## src/hw/pitc_pkg.sv

```systemverilog
// package: register map, field layout and types of the port ingress/tag control bank
package pitc_pkg;
  localparam int pitc_num_ports = 4;
  // byte addresses of the per-port control words; 0x40 stays reserved
  localparam logic [7:0] pitc_port1_cfg_addr = 8'h10;
  localparam logic [7:0] pitc_port2_cfg_addr = 8'h20;
  localparam logic [7:0] pitc_port3_cfg_addr = 8'h30;
  localparam logic [7:0] pitc_reserved_addr = 8'h40;
  localparam logic [7:0] pitc_port4_cfg_addr = 8'h50;
  // field positions
  localparam int pitc_storm_bit = 7;
  localparam int pitc_dscp_bit = 6;
  localparam int pitc_dot1p_bit = 5;
  localparam int pitc_defprio_lsb = 3;
  localparam int pitc_tag_ins_bit = 2;
  localparam int pitc_tag_rem_bit = 1;
  localparam int pitc_split_lo_bit = 0;
  localparam logic [7:0] pitc_cfg_reset = 8'h00;
  // queue-split codes {high bit from second register, low bit from this one}
  localparam logic [1:0] pitc_split_one = 2'b00;
  localparam logic [1:0] pitc_split_two = 2'b01;
  localparam logic [1:0] pitc_split_four = 2'b10;
  localparam logic [1:0] pitc_split_rsvd = 2'b11;

  typedef enum logic [1:0] {
    pitc_q_one,
    pitc_q_two,
    pitc_q_four,
    pitc_q_rsvd
  } pitc_qmode_type;

  // classification request from the frame parser, one per received frame
  typedef struct packed {
    logic valid;
    logic [1:0] port;
    logic dscp_hit;
    logic [1:0] dscp_prio;
    logic dot1p_hit;
    logic [1:0] dot1p_prio;
  } pitc_cls_req_type;

  // per-frame result, latched when the frame is classified
  typedef struct packed {
    logic valid;
    logic storm_protect;
    logic [1:0] prio;
  } pitc_cls_rsp_type;

  // egress edit request: output port, ingress port and reception tag state
  typedef struct packed {
    logic valid;
    logic [1:0] out_port;
    logic [1:0] in_port;
    logic rx_tagged;
  } pitc_egr_req_type;

  typedef struct packed {
    logic valid;
    logic insert_tag;
    logic strip_tag;
    logic [11:0] vlan_id;
  } pitc_egr_rsp_type;
endpackage : pitc_pkg

```

## src/hw/pitc_port_ctrl.sv

```systemverilog
// port ingress priority and egress tag control register bank with ahb-lite slave
`timescale 1ns/100ps
`default_nettype none
// What this block does
// - bit 7 of a port word turns on broadcast storm protection for frames received there.
// - bit 6 turns on priority classification by the DiffServ code point on that port.
// - bit 5 turns on priority classification by the 802.1p field on that port.
// - bits 4-3 give the default queue 0..3, used when no enabled classifier produces a result.
// - DiffServ, 802.1p and the default priority may all be enabled together on one port.
// - when both classifiers give a result they are ORed, and that replaces the default.
// - bit 2 makes frames leaving the port that arrived untagged get an 802.1Q tag.
// - with insertion on, frames that arrived tagged get no second tag.
// - an inserted tag carries the default VLAN id of the ingress port, not the output port.
// - bit 1 strips the tag from frames leaving the port that arrived tagged.
// - with removal on, frames that arrived untagged are not stripped; they leave unmodified unless bit 2 is also set.
// - the queue split is bit 0 here as low bit with a second register's bit 1 as high bit.
// - split code 10 means four queues, 01 two, 00 one, and 11 is reserved.
// - in single-queue mode the port ignores priority on transmit though frames stay classified.
// - the four port words share one layout at 0x10, 0x20, 0x30 and 0x50; 0x40 is reserved.
module pitc_port_ctrl
  import pitc_pkg::*;
#(
  parameter int ports = pitc_num_ports
) (
  // clock, reset, enable
  input wire logic mclk,
  input wire logic rst,
  input wire logic clk_en,
  // ahb-lite slave
  input wire logic hsel,
  input wire logic [7:0] haddr,
  input wire logic [1:0] htrans,
  input wire logic hwrite,
  input wire logic [2:0] hsize,
  input wire logic [31:0] hwdata,
  input wire logic hready,
  output logic [31:0] hrdata,
  output logic hreadyout,
  output logic hresp,
  // queue-split high bits from the second per-port register, one per port
  input wire logic [3:0] split_hi,
  // per-port default vlan ids, 12 bits each, port 1 in the low bits
  input wire logic [47:0] ingress_default_vlan_id,
  // ingress classification
  input wire pitc_cls_req_type cls_req,
  output pitc_cls_rsp_type cls_rsp,
  // egress tag editing
  input wire pitc_egr_req_type egr_req,
  output pitc_egr_rsp_type egr_rsp,
  // per-port configuration to scheduler
  output logic [3:0] storm_en,
  output logic [7:0] queue_mode,
  output logic [3:0] prio_aware
);

  ////////////////////////////////////////////////////////////////////////////
  // ahb address phase capture
  logic wr_pend_q;
  logic [2:0] wr_idx_q;
  logic rd_pend_q;
  logic [2:0] rd_idx_q;
  logic [7:0] cfg_q [ports];

  wire addr_phase = hsel & hready & htrans[1];
  // map byte address to port index; 3'd7 marks unmapped or reserved
  wire [2:0] addr_idx = (haddr == pitc_port1_cfg_addr) ? 3'd0 :
                        (haddr == pitc_port2_cfg_addr) ? 3'd1 :
                        (haddr == pitc_port3_cfg_addr) ? 3'd2 :
                        (haddr == pitc_port4_cfg_addr) ? 3'd3 : 3'd7;

  always_ff @(posedge mclk or posedge rst) begin
    if (rst) begin
      wr_pend_q <= 1'b0;
      wr_idx_q <= 3'd7;
      rd_pend_q <= 1'b0;
      rd_idx_q <= 3'd7;
    end else if (clk_en) begin
      wr_pend_q <= addr_phase & hwrite;
      rd_pend_q <= addr_phase & ~hwrite;
      if (addr_phase) begin
        wr_idx_q <= addr_idx;
        rd_idx_q <= addr_idx;
      end
    end
  end

  // zero wait states, always okay
  assign hreadyout = 1'b1;
  assign hresp = 1'b0;

  ////////////////////////////////////////////////////////////////////////////
  // register words and per-port decode
  logic [31:0] hrdata_q;
  wire [7:0] rd_word = (rd_idx_q < 3'd4) ? cfg_q[rd_idx_q[1:0]] : 8'h00;

  always_ff @(posedge mclk or posedge rst) begin
    if (rst) begin
      hrdata_q <= 32'h0000_0000;
    end else if (clk_en && addr_phase && !hwrite) begin
      hrdata_q <= {24'h00_0000, (addr_idx < 3'd4) ? cfg_q[addr_idx[1:0]] : 8'h00};
    end
  end
  // read data from the flop captured in address phase; rd_word kept for same-cycle writes
  assign hrdata = (rd_pend_q && wr_pend_q) ? {24'h00_0000, rd_word} : hrdata_q;

  genvar gp;
  generate
    for (gp = 0; gp < ports; gp++) begin : g_port
      always_ff @(posedge mclk or posedge rst) begin
        if (rst) begin
          cfg_q[gp] <= pitc_cfg_reset;
        end else if (clk_en && wr_pend_q && wr_idx_q == 3'(gp)) begin
          cfg_q[gp] <= hwdata[7:0];
        end
      end
      assign storm_en[gp] = cfg_q[gp][pitc_storm_bit];
      // split code: high bit from the companion register, low bit local
      wire [1:0] split = {split_hi[gp], cfg_q[gp][pitc_split_lo_bit]};
      assign queue_mode[2*gp +: 2] = (split == pitc_split_four) ? 2'(pitc_q_four) :
                                     (split == pitc_split_two) ? 2'(pitc_q_two) :
                                     (split == pitc_split_one) ? 2'(pitc_q_one) :
                                     2'(pitc_q_rsvd);
      // single queue: scheduler treats all classes alike, classification still runs
      assign prio_aware[gp] = (split != pitc_split_one);
    end
  endgenerate

  ////////////////////////////////////////////////////////////////////////////
  // ingress classification, one cycle, settings sampled at request time
  wire [7:0] in_cfg = cfg_q[cls_req.port];
  wire use_dscp = in_cfg[pitc_dscp_bit] & cls_req.dscp_hit;
  wire use_dot1p = in_cfg[pitc_dot1p_bit] & cls_req.dot1p_hit;
  wire [1:0] def_prio = in_cfg[pitc_defprio_lsb +: 2];
  // all three sources may be on; enabled hits are ORed and override default
  wire [1:0] or_prio = (use_dscp ? cls_req.dscp_prio : 2'b00) |
                       (use_dot1p ? cls_req.dot1p_prio : 2'b00);
  wire [1:0] cls_prio = (use_dscp | use_dot1p) ? or_prio : def_prio;
  pitc_cls_rsp_type cls_rsp_q;

  always_ff @(posedge mclk or posedge rst) begin
    if (rst) begin
      cls_rsp_q <= '0;
    end else if (clk_en) begin
      // result latched per frame so later writes leave this frame alone
      cls_rsp_q.valid <= cls_req.valid;
      if (cls_req.valid) begin
        cls_rsp_q.storm_protect <= in_cfg[pitc_storm_bit];
        cls_rsp_q.prio <= cls_prio;
      end
    end
  end
  assign cls_rsp = cls_rsp_q;

  ////////////////////////////////////////////////////////////////////////////
  // egress tag decision, one cycle
  wire [7:0] out_cfg = cfg_q[egr_req.out_port];
  wire do_ins = out_cfg[pitc_tag_ins_bit] & ~egr_req.rx_tagged;
  wire do_strip = out_cfg[pitc_tag_rem_bit] & egr_req.rx_tagged;
  wire [11:0] ins_vid = ingress_default_vlan_id[12*egr_req.in_port +: 12];
  pitc_egr_rsp_type egr_rsp_q;

  always_ff @(posedge mclk or posedge rst) begin
    if (rst) begin
      egr_rsp_q <= '0;
    end else if (clk_en) begin
      egr_rsp_q.valid <= egr_req.valid;
      if (egr_req.valid) begin
        egr_rsp_q.insert_tag <= do_ins;
        egr_rsp_q.strip_tag <= do_strip;
        egr_rsp_q.vlan_id <= do_ins ? ins_vid : 12'h000;
      end
    end
  end
  assign egr_rsp = egr_rsp_q;

endmodule : pitc_port_ctrl
`default_nettype wire

```

## config.mk

```make
export PLATFORM = sky130hd
export DESIGN_NAME = pitc_port_ctrl
export DESIGN_NICKNAME = d
export VERILOG_FILES = /design/src/hw/pitc_pkg.sv /design/src/hw/pitc_port_ctrl.sv
export SDC_FILE = /design/constraint.sdc
export NUM_CORES = 1
export LEC_CHECK = 0
export ABC_AREA = 1
export BUFFER_PORTS_ARGS = -buffer_cell sky130_fd_sc_hd__buf_4
export CAP_MARGIN = 20
export CORE_UTILIZATION = 43
export CTS_CLUSTER_SIZE = 30
export DETAILED_ROUTE_END_ITERATION = 8
export PLACE_DENSITY = 0.85
export SLEW_MARGIN = 20
export SYNTH_ARGS = -nofsm -noshare
export SYNTH_HDL_FRONTEND = slang
export SYNTH_SLANG_ARGS = --single-unit
```

## constraint.sdc

```tcl
create_clock -name mclk -period 2 [get_ports mclk]
set_clock_uncertainty 0.15 [all_clocks]
set_input_delay 0.3 -clock mclk [delete_from_list [all_inputs] [get_ports mclk]]
set_output_delay 0.3 -clock mclk [all_outputs]
set_load 0.05 [all_outputs]
```

======== Word-level counts from Yosys, hierarchy flattened ========
Cells that the tools add are included.
storage, ports and cells
  flip-flop bits (word level) ............. 64
  bits of input ports ..................... 118
  output and inout bits ................... 69
  logic and storage cells ................. 110
operators by class
  multiply operators ...................... 1
  magnitude comparators ................... 6
  equal/unequal tests ..................... 15
  shift operators ......................... 1
  muxes and demuxes ....................... 35
  bitwise logic cells ..................... 16
  reduce and logical (&&, ||, !) cells .... 21
operator list
  operator                                                  number
  2-to-1 mux 8 bit                                          9
  binary-select mux 8 bit (select 2 bit)                    4
  indexed part select 48 x 7 -> 12 bit                      1
  2-to-1 mux 2 bit                                          15
  2-to-1 mux 3 bit                                          6
  equality test 8 x 6 -> 1 bit, second input constant       2
  greater-or-equal comparator 3 bit, second input constant  4
  2-to-1 mux 12 bit                                         1
  inverter 2 -> 3 bit                                       4
  bitwise AND 1 bit                                         8
  equality test 2 x 1 -> 1 bit, second input constant       4
  equality test 2 bit, second input constant                4
  equality test 8 x 5 -> 1 bit, second input constant       1
  equality test 8 x 7 -> 1 bit, second input constant       1
  logical AND 1 bit                                         8
  logical NOT 2 bit                                         4
  nonzero test 2 bit                                        4
  equality test 3 x 2 -> 1 bit, second input constant       2
  < comparator 3 bit, second input constant                 2
  AND reduction 2 bit                                       3
  multiplier 2 x 2 -> 4 bit, first input constant           1
  equality test 3 x 1 -> 1 bit, second input constant       1
  logical NOT 3 bit                                         1
  inverter 1 bit                                            2
  other kinds (3)                                           3

======== Logic depth before layout (Yosys ltp) ========
Gate-level depths: netlist of run 1.
  depth in word-level cells ............... 10
  depth in mapped cells ................... 10
  depth with buffers taken out ............ 10

======== Worst setup path before layout of run 1 ========
OpenSTA, ideal clock, no wires.
  kind .................................... reg-to-output
  from .................................... reg rd_idx_q[0]
  to ...................................... out hrdata[0]
  arrival time ............................ 1.690 ns
  required time ........................... 1.550 ns
  path slack .............................. -0.140 ns
  stages on the path, launching flop included .. 7
  path buffers ............................ 1
  cell sequence ........................... dfstp_2 buf_2 inv_1 nor2_1 nand2_1 o2111ai_1 a22o_1
on the way
  word-level cells in the longest chain between the ends .. 6
  elaborated cells on any way between the ends .. 7
  those cells by class .................... order compare (1); mux (5); bitwise (1)
ends and longest elaborated chain
  item                                                  line                   source
  start, declared                                       pitc_port_ctrl.sv:61   logic [2:0] rd_idx_q;
  start signal, assigned                                pitc_port_ctrl.sv:82   rd_idx_q <= addr_idx;
  inverter 2 -> 3 bit (not written as such)             pitc_port_ctrl.sv:94   wire [7:0] rd_word = (rd_idx_q < 3'd4) ? cfg_q[rd_idx_q[1:0]] : 8'h00;
  binary-select mux 8 bit (select 2 bit)                pitc_port_ctrl.sv:94
  2-to-1 mux 8 bit (not written as such) (2 in series)  pitc_port_ctrl.sv:94
  2-to-1 mux 8 bit *                                    pitc_port_ctrl.sv:94
  2-to-1 mux 8 bit *                                    pitc_port_ctrl.sv:104  assign hrdata = (rd_pend_q && wr_pend_q) ? {24'h00_0000, rd_word} : hrdata_q;
  end, declared                                         pitc_port_ctrl.sv:37   output logic [31:0] hrdata,
Mark *: on every way between the ends. The rest lies on a longest branch, timed or not. The select of a mux whose other input is x is not followed.

======== Final worst setup path of run 1 ========
  from .................................... reg rd_idx_q[1]
  to ...................................... out hrdata[1]
Same word-level chain as after synthesis.

==> results.sh, run 1 <==
export IMPL_power_density_mw_per_mm2=828
export IMPL_drc=0
export IMPL_post_place_ws_ns=-0.0138
export IMPL_seqPwrFrac_pct=37.2
export IMPL_synthDominantCellAreaShare_pct=37.8
export IMPL_htreeDepth=3
export IMPL_diodes=0
export IMPL_synth_area_mm2=0.00404
export IMPL_rsz0062_at_grt="yes"
export IMPL_synthToLayoutAreaGrowth_pct=35.9
export IMPL_dpl_cell_count=803
export IMPL_dpl_cell_area_mm2=0.00506
export IMPL_clock_fmax_mhz=455
export IMPL_hold_start="hwdata[6]"
export IMPL_grt_start_max_net_pins=29
export IMPL_grt_total_usage_pct=23.7
export IMPL_clkPwrFrac_pct=25.9
export IMPL_synth_common_cells="nand2_1 (195), dfrtp_1 (61), o21ai_0 (60)"
export IMPL_synthFlopType="dfrtp_1"
export IMPL_wl_mm=11.1
export IMPL_muxShareOfSynthArea_pct=0
export IMPL_dr_pass1_iters=5
export IMPL_synth_avg_cell_area_um2=7.03
export IMPL_yosys_register_bits=64
export IMPL_synthAdderAreaFrac_pct=0
export IMPL_drive_above_1_share_pct=30.9
export IMPL_via_per_inst=5.12
export IMPL_critPathMaxFanout=8
export IMPL_first_iter_violations=383
export IMPL_nNetsFinal=828
export IMPL_fp_dieW_um=99.0
export IMPL_cp_slowest_stage_delay_ns=0.58
export IMPL_critPathKind="flop to primary output"
export IMPL_detail_route_wl_per_cell_um=13.4
export IMPL_die_h_um=99.0
export IMPL_routed_via_count=4227
export IMPL_hp_class="primary input to flop"
export IMPL_synth_top_family_by_area="simple AND/OR/NAND/NOR gates"
export IMPL_p_switching_mw=1.78
export IMPL_cts_root_buf="clkbuf_8"
export IMPL_core_mm2=0.00915
export IMPL_ant_nets=0
export IMPL_synth_edf_count=0
export IMPL_clk_latency_ns=0.34
export IMPL_yosysMostFrequentCell="nand2_1"
export IMPL_cts_buffer_depth=2
export IMPL_cp_arrival_ns=1.75
export IMPL_dieArea_mm2=0.00979
export IMPL_overflow=0
export IMPL_final_hold_viol_count=0
export IMPL_startpoint="rd_idx_q[1]"
export IMPL_ys_seq_area_share_pct=39.7
export IMPL_drv_slew=0
export IMPL_setup_violations=8
export IMPL_synth_compound_area_share_pct=15.8
export IMPL_synth_cell_type_count=31
export IMPL_leakagePower_nw=2.88
export IMPL_drv_cap=0
export IMPL_p_comb_share_pct=36.9
export IMPL_async_reset_ff_share_pct=100
export IMPL_synthSimpleGateAreaFrac_pct=30.2
export IMPL_synth_xor_area_share_pct=0
export IMPL_violations="negative setup slack"
export IMPL_path_cells="inv_2 > nor2_4 > nand2_1 > o2111ai_2 > a22o_2 > buf_8"
export IMPL_clk_pin_slew_worst_paths_ns=0.07
export IMPL_cp_end_kind="primary output"
export IMPL_synth_area_leaders="dfrtp_1 (38%), nand2_1 (18%), o21ai_0 (7.4%), buf_4 (5.8%), inv_1 (5.0%)"
export IMPL_p_sw_share_pct=39.1
export IMPL_worstReg2RegStart="rd_idx_q[0]"
export IMPL_dp_hpwl_mm=8.80
export IMPL_fin_area_mm2=0.00550
export IMPL_power_internal_mw=2.77
export IMPL_cp_slowest_cell="dfstp_2"
export IMPL_num_rows=35
export IMPL_place_gp_congestion=0.907
export IMPL_cts_tree="built"
export IMPL_grt_antenna_before_repair=0
export IMPL_finalCritPeriodShare_pct=110
export IMPL_worstSetupStartpointType="flop"
export IMPL_cts_sinks=64
export IMPL_io_pins=187
export IMPL_grt_pass1_wl_mm=18.4
export IMPL_start_util_pct=44.2
export IMPL_grt_pass1_vias=4082
export IMPL_ys_warn_count=0
export IMPL_tightest_slew_ns=0.661
export IMPL_outcome="finished, violations left"
export IMPL_layout_setup_ws_ns=-0.199
export IMPL_synth_area_leader_cell="dfrtp_1"
export IMPL_critical_path_required_ns=1.55
export IMPL_finalNonFillerCells=826
export IMPL_postSynthCellCount=575
export IMPL_cts_buffers_inserted=9
export IMPL_vdd_ir_drop_max_mv=0.304
export IMPL_relSlewSlack_pct=55.9
export IMPL_fin_crit_ns=2.20
export IMPL_port_buffers=132
## layout by cell type (no fill, tap or decap), types with 2 or more instances in the layout
master / instances
a21oi_1: 9
a22o_2: 8
buf_12: 2
buf_4: 143
buf_8: 8
clkbuf_8: 12
clkinvlp_4: 2
conb_1: 26
dfrtp_1: 61
dfstp_2: 3
inv_1: 51
inv_2: 5
nand2_1: 188
nand2_2: 7
nand3_1: 29
nand3b_1: 2
nand4_1: 2
nor2_1: 38
nor2_2: 2
nor2_4: 6
nor3_4: 4
o2111ai_2: 8
o21ai_0: 60
o21ai_1: 10
o22ai_1: 13
or2_2: 4
## final timing paths
check,cells past startpoint,to,slack [ns]
setup / recovery,6,hrdata[1],-0.20
hold / removal,3,cfg_q[22],0.04
setup reg to reg,7,cfg_q[16],0.32
hold reg to reg,2,egr_rsp[14],0.33
max in group asynchronous,4,cfg_q[6],0.67
min in group asynchronous,3,cfg_q[14],0.45
## power groups by stage
stage | Clock, mW | Sequential (mW) | Combinational [mW]
floorplan | 0 | 1.78 | 0.987
global placement | 0 | 1.70 | 1.48
detailed placement | 0 | 1.71 | 1.53
CTS | 1.20 | 1.69 | 1.66
global route | 1.26 | 1.72 | 1.81
finish | 1.18 | 1.69 | 1.68
## final cells by class
type | count | area, um^2
clock buffers | 12 | 165
clock inverters | 4 | 51.3
fillers | 793 | 3660
inverters | 58 | 221
multi-input cells | 422 | 2060
flip-flops and latches | 64 | 1610
well taps | 111 | 139
repair buffers | 155 | 1250
## metal layers
metal / global-route usage (%) / routed length [um]
met3: 3.48 / 775
met1: 27.5 / 4300
met2: 42.3 / 5700
met5: 0 / 0
met4: 12.4 / 336
## cells by family after synthesis
| logic type | Yosys count |
|---|---|
| flops | 64 |
| buf+inv | 113 |
| compound gates | 111 |
| other cells | 2 |
| simple gates | 285 |
## critical path, delay by kind of cell (launching register included)
kind,cells,cell delay [ns]
flip-flops,1,0.58
buffers and inverters,2,0.21
AO/OA/AOI/OAI,2,0.27
AND/OR/NAND/NOR,2,0.35
## flip-flops by register name (all words and copies together) (netlist names)
name / flops
egr_rsp: 15
storm_en: 4
rd_idx_q: 3
hrdata_q: 8
cls_rsp: 4
wr_pend_q: 1
cfg_q: 28
rd_pend_q: 1
## timing repair
item                                    in CTS  in global routing
gates resized for setup                     36                  2
hold buffers                                 1                  0
pin swaps                                   20                  8
endpoints found under the setup margin       8                  8
setup buffers                                7                  0
endpoints found under the hold margin       23                  0
## through the flow
step / total power, mW / setup TNS, ns / hold slack (ns) / util, %
after global placement: 3.17 / 0 / 0.258 / 55.3
after floorplan: 2.77 / 0 / 0.260 / -
after detailed placement: 3.24 / -0.0138 / 0.280 / 55.3
after CTS: 4.55 / -1.46 / 0.0296 / 60.0
after global routing: 4.79 / -2.13 / 0.0404 / 60.0
final: 4.55 / -1.52 / 0.0423 / 60.0
(Power assumes the default switching activity.)
==> run 2: changes to the inputs <==
- CORE_ASPECT_RATIO: default -> 1.5
- CTS_CLUSTER_SIZE: 30 -> 12
==> run 2 against run 1 <==
  * The run still ends with negative setup slack left
  * Core utilization up 0.52 points
  * Final cell count rose by 0.24%
  * Critical path depth decreased by 1
  * First-iteration DRC count is 45% lower
  * Clock power rose by 21%
  * Hold slack better by 0.0068 ns
  * Sequential power about the same
==> results.sh, run 2 (synthesis gave the netlist of run 1 again) <==
export IMPL_worstSetupStartpointType="flop"
export IMPL_num_rows=43
export IMPL_dp_hpwl_mm=9.13
export IMPL_grt_antenna_before_repair=0
export IMPL_violations="negative setup slack"
export IMPL_dieArea_mm2=0.00980
export IMPL_cp_end_kind="primary output"
export IMPL_multi_input_comb_area_mm2=0.00205
export IMPL_fp_dieW_um=81.2
export IMPL_via_per_inst=5.22
export IMPL_synthToLayoutAreaGrowth_pct=37.8
export IMPL_start_util_pct=43.9
export IMPL_cp_slowest_cell="dfstp_2"
export IMPL_detail_route_wl_per_cell_um=14.2
export IMPL_port_buffers=132
export IMPL_worstReg2RegStart="rd_idx_q[0]"
export IMPL_drv_cap=0
export IMPL_crit_end="hrdata[4]"
export IMPL_relSlewSlack_pct=60.2
export IMPL_hold_ws_ns=0.0492
export IMPL_place_gp_congestion=0.885
export IMPL_leakagePower_nw=2.91
export IMPL_vdd_ir_drop_max_mv=0.468
export IMPL_worst_r2r_cell_count=7
export IMPL_startpoint="rd_idx_q[0]"
export IMPL_layout_setup_ws_ns=-0.214
export IMPL_diodes=0
export IMPL_cp_arrival_ns=1.76
export IMPL_setup_violations=8
export IMPL_finalCritPeriodShare_pct=111
export IMPL_htreeDepth=3
export IMPL_critPathKind="flop to primary output"
export IMPL_wl_mm=11.7
export IMPL_io_pins=187
export IMPL_cts_buffers_inserted=9
export IMPL_critical_path_required_ns=1.55
export IMPL_ant_nets=0
export IMPL_cts_tree="built"
export IMPL_routed_via_count=4325
export IMPL_nNetsFinal=829
export IMPL_num_fill_cells=782
export IMPL_seqCellArea_mm2=0.00161
export IMPL_rsz0062_at_grt="yes"
export IMPL_path_buf_inv=2
export IMPL_dpl_cell_count=806
export IMPL_hp_class="primary input to flop"
export IMPL_final_hold_viol_count=0
export IMPL_overflow=0
export IMPL_dr_pass1_iters=5
export IMPL_cts_buffer_depth=2
export IMPL_drv_slew=0
export IMPL_drive_above_1_share_pct=30.6
export IMPL_clk_latency_ns=0.33
export IMPL_ff2ff_setup_slack_ns=0.26
export IMPL_cts_sinks=64
export IMPL_cts_root_buf="clkbuf_16"
export IMPL_critPathMaxFanout=8
export IMPL_grt_start_max_net_pins=28
export IMPL_grt_pass1_wl_mm=19.5
export IMPL_finalPower_mw=4.81
export IMPL_tns_ns=-1.63
export IMPL_power_density_mw_per_mm2=864
export IMPL_die_h_um=121
export IMPL_fin_crit_ns=2.21
export IMPL_finalNonFillerCells=828
export IMPL_post_place_ws_ns=0.0191
export IMPL_path_cells="buf_12 > nand2_2 > o2111ai_2 > a22o_2 > buf_8"
export IMPL_grt_total_usage_pct=25.9
export IMPL_largest_reg_flops=28
export IMPL_tightest_slew_ns=0.596
export IMPL_layout_commonest_cell="nand2_1"
export IMPL_cp_slowest_stage_delay_ns=0.60
export IMPL_top_register="cfg_q"
export IMPL_cp_num_cells=5
export IMPL_core_mm2=0.00920
export IMPL_outcome="finished, violations left"
export IMPL_worstReg2RegEnd="storm_en[1]"
export IMPL_clock_fmax_mhz=452
export IMPL_path_delay_family="flip-flops"
export IMPL_layout_common_cells="nand2_1 (186), buf_4 (142), dfrtp_1 (61)"
export IMPL_drc=0
export IMPL_first_iter_violations=212
export IMPL_clk_pin_slew_worst_paths_ns=0.05
export IMPL_grt_pass1_vias=4472
## run 2: cell types whose count changed in the layout (fill, tap and decap cells not counted), sizes merged
| cell | before | now |
|---|---|---|
| clkbuf | 12 | 15 |
| clkinvlp | 2 | 1 |
| clkinv | 3 | 2 |
| bufinv | 1 | 0 |
| buf | 154 | 155 |
## run 2: worst min path at each step
stage	startpoint	endpoint	slack (ns)	cells after the start
2_1_floorplan	clk_en	wr_pend_q	0.26	1
3_3_place_gp	rst	egr_rsp[5]	0.23	2
3_5_place_dp	rst	egr_rsp[5]	0.24	2
4_1_cts	hwdata[4]	cfg_q[12]	0.05	3
5_1_grt	hwdata[4]	cfg_q[20]	0.06	3
6_report	hwdata[4]	cfg_q[12]	0.05	3
## run 2: layer usage
layer	GRT usage [%]	share of wire, %	vias to the layer above
li1	-	-	2064
met5	0	0	-
met4	17.2	4.8	0
met1	26.1	35	1985
met3	5.96	7.3	46
met2	46.1	53	230
## run 2: area by class of cell
cell class | instances | share of cell area, %
flip-flops and latches | 64 | 28.8
clock buffers | 15 | 4.81
inverters | 58 | 3.97
well taps | 112 | 2.52
clock inverters | 1 | 0.0898
multi-input cells | 422 | 36.9
repair buffers | 156 | 23.0
## run 2: worst register-to-register path, delay by kind of cell, from the launching register on
family / cells / cell delay [ns]
simple gates: 2 / 0.23
flops: 1 / 0.60
compound gates: 1 / 0.10
buf+inv: 4 / 0.56
## run 2: what timing repair did
action	4_1_cts	5_1_grt
pin swaps	9	2
endpoints found under the hold margin	22	0
resized for setup	29	9
endpoints found under the setup margin	8	8
buffers inserted	2	3
hold buffers	1	0
cloned	0	0
## run 2: per-stage QoR
| stage | util, % | area [um^2] |
|---|---|---|
| 2_1_floorplan | - | 4150 |
| 3_3_place_gp | 55.2 | 5080 |
| 3_5_place_dp | 55.2 | 5080 |
| 4_1_cts | 59.7 | 5500 |
| 5_1_grt | 60.6 | 5570 |
| 6_report | 60.6 | 5570 |
## run 2: report_power, final
group          total, mW  switching [mW]  internal, mW
registers           1.70           0.185          1.52
clock network       1.43           0.527         0.905
logic               1.68            1.09         0.593
total               4.81            1.80          3.02
==> run 3: changes to the inputs <==
- SKIP_LAST_GASP: default -> 1
==> run 3 against run 2 <==
  * Sequential share of layout area is 0.23 points higher
  * Routed wire length fell by 1.4%
  * Sequential cell count stayed put
  * Clock-buffer cell count unchanged
  * Maximum frequency increased by 1.1%
  * The flow still finishes with violations (negative setup slack)
  * Core utilization is 0.49 points lower
  * Final cell count is 0.12% lower
  * Critical endpoint unchanged
  * First-iteration DRC count increased by 9.0%
  * Global-route usage decreased by 0.20 points
  * Clock power about the same
  * Hold slack better by 0.00099 ns
  * Register-to-register slack got worse by 0.12 ns
==> results.sh, run 3 (synthesis gave the netlist of run 1 again) <==
export IMPL_outcome="finished, violations left"
export IMPL_violations="negative setup slack"
export IMPL_finalNonFillerCells=827
export IMPL_grt_antenna_before_repair=0
export IMPL_cts_tree="built"
export IMPL_critPathMaxFanout=8
export IMPL_clk_pin_slew_worst_paths_ns=0.05
export IMPL_die_h_um=121
export IMPL_clock_fmax_mhz=457
export IMPL_io_pins=187
export IMPL_leakagePower_nw=2.90
export IMPL_dpl_cell_count=806
export IMPL_dieArea_mm2=0.00980
export IMPL_port_buffers=132
export IMPL_dr_pass1_iters=6
export IMPL_layout_common_cells="nand2_1 (190), buf_4 (145), dfrtp_1 (61)"
export IMPL_cp_arrival_ns=1.74
export IMPL_fp_dieW_um=81.2
export IMPL_power_density_mw_per_mm2=861
export IMPL_hp_class="primary input to flop"
export IMPL_detail_route_wl_per_cell_um=14.0
export IMPL_cts_buffer_depth=2
export IMPL_place_gp_congestion=0.885
export IMPL_fin_area_mm2=0.00553
export IMPL_setup_violations=8
export IMPL_grt_start_max_net_pins=28
export IMPL_drv_slew=0
export IMPL_htreeDepth=3
export IMPL_hold_ws_ns=0.0501
export IMPL_critPathKind="flop to primary output"
export IMPL_finalPower_mw=4.76
export IMPL_nNetsFinal=828
export IMPL_dp_hpwl_mm=9.13
export IMPL_layout_commonest_cell="nand2_1"
export IMPL_fin_crit_ns=2.19
export IMPL_cts_root_buf="clkbuf_16"
export IMPL_largest_reg_flops=28
export IMPL_grt_total_usage_pct=25.7
export IMPL_grt_pass1_vias=4439
export IMPL_diodes=0
export IMPL_cp_end_kind="primary output"
export IMPL_tightest_slew_ns=0.594
export IMPL_wl_mm=11.6
export IMPL_clk_latency_ns=0.33
export IMPL_post_place_ws_ns=0.0191
export IMPL_dpl_cell_area_mm2=0.00508
export IMPL_synthToLayoutAreaGrowth_pct=36.7
export IMPL_tns_ns=-1.42
export IMPL_worstSetupStartpointType="flop"
export IMPL_num_rows=43
export IMPL_overflow=0
export IMPL_relSlewSlack_pct=60.4
export IMPL_top_register="cfg_q"
export IMPL_rsz0062_at_grt="yes"
export IMPL_cts_buffers_inserted=9
export IMPL_routed_via_count=4268
export IMPL_drv_cap=0
export IMPL_via_per_inst=5.16
export IMPL_layout_setup_ws_ns=-0.190
export IMPL_first_iter_violations=231
export IMPL_core_mm2=0.00920
export IMPL_critical_path_required_ns=1.55
export IMPL_grt_pass1_wl_mm=19.4
export IMPL_fin_util_pct=60.1
export IMPL_start_util_pct=43.9
export IMPL_final_hold_viol_count=0
export IMPL_drc=0
export IMPL_ant_nets=0
export IMPL_vdd_ir_drop_max_mv=0.468
export IMPL_finalCritPeriodShare_pct=109
export IMPL_drive_above_1_share_pct=30.1
export IMPL_cts_sinks=64
[run 3: layout make-up]
class / instances / area [um^2]
multi-input cells: 422 / 2050
fillers: 791 / 3670
clock inverters: 1 / 5.00
clock buffers: 15 / 268
flip-flops and latches: 64 / 1610
repair buffers: 155 / 1240
inverters: 58 / 221
well taps: 112 / 140
[run 3: per-layer routing]
| layer | routed length, um | up-vias | part of all wire [%] | track usage (%) |
|---|---|---|---|---|
| met1 | 4030 | 1956 | 35 | 25.9 |
| met2 | 6250 | 204 | 54 | 45.9 |
| li1 | - | 2064 | - | - |
| met4 | 493 | 0 | 4.3 | 16.9 |
| met5 | 0 | - | 0 | 0 |
| met3 | 793 | 44 | 6.9 | 5.81 |
[run 3: final timing paths]
check | startpoint | endpoint | slack, ns | cells past startpoint
min in group asynchronous | rst | egr_rsp[5] | 0.43 | 3
worst max-delay path | rd_idx_q[1] | hrdata[4] | -0.19 | 7
max in group asynchronous | rst | rd_idx_q[0] | 0.67 | 4
worst min register to register | hrdata_q[2] | hrdata_q[2] | 0.33 | 2
worst max register to register | rd_idx_q[0] | storm_en[1] | 0.14 | 8
worst min-delay path | hwdata[4] | cfg_q[12] | 0.05 | 3
[run 3: where the power goes]
group	total (mW)	switching, mW	internal [mW]
clock network	1.43	0.522	0.904
registers	1.70	0.180	1.52
logic	1.64	1.07	0.563
total	4.76	1.77	2.99
[run 3: timing repair]
| item | in CTS | in global routing |
|---|---|---|
| resized for setup | 28 | 6 |
| hold buffers | 1 | 0 |
| cloned | 0 | 0 |
| hold endpoints to repair | 22 | 0 |
| pin swaps | 8 | 4 |
| endpoints found under the setup margin | 8 | 8 |
| setup buffers | 2 | 3 |
[run 3: worst max-delay path, stage by stage, from the launching register on]
cell and delay [ns]:
dfstp_2 0.55, buf_4 0.12, buf_4 0.11, nor2_4 0.06, nand2_2 0.07, o2111ai_2 0.11, a22o_2 0.24, buf_8 0.15
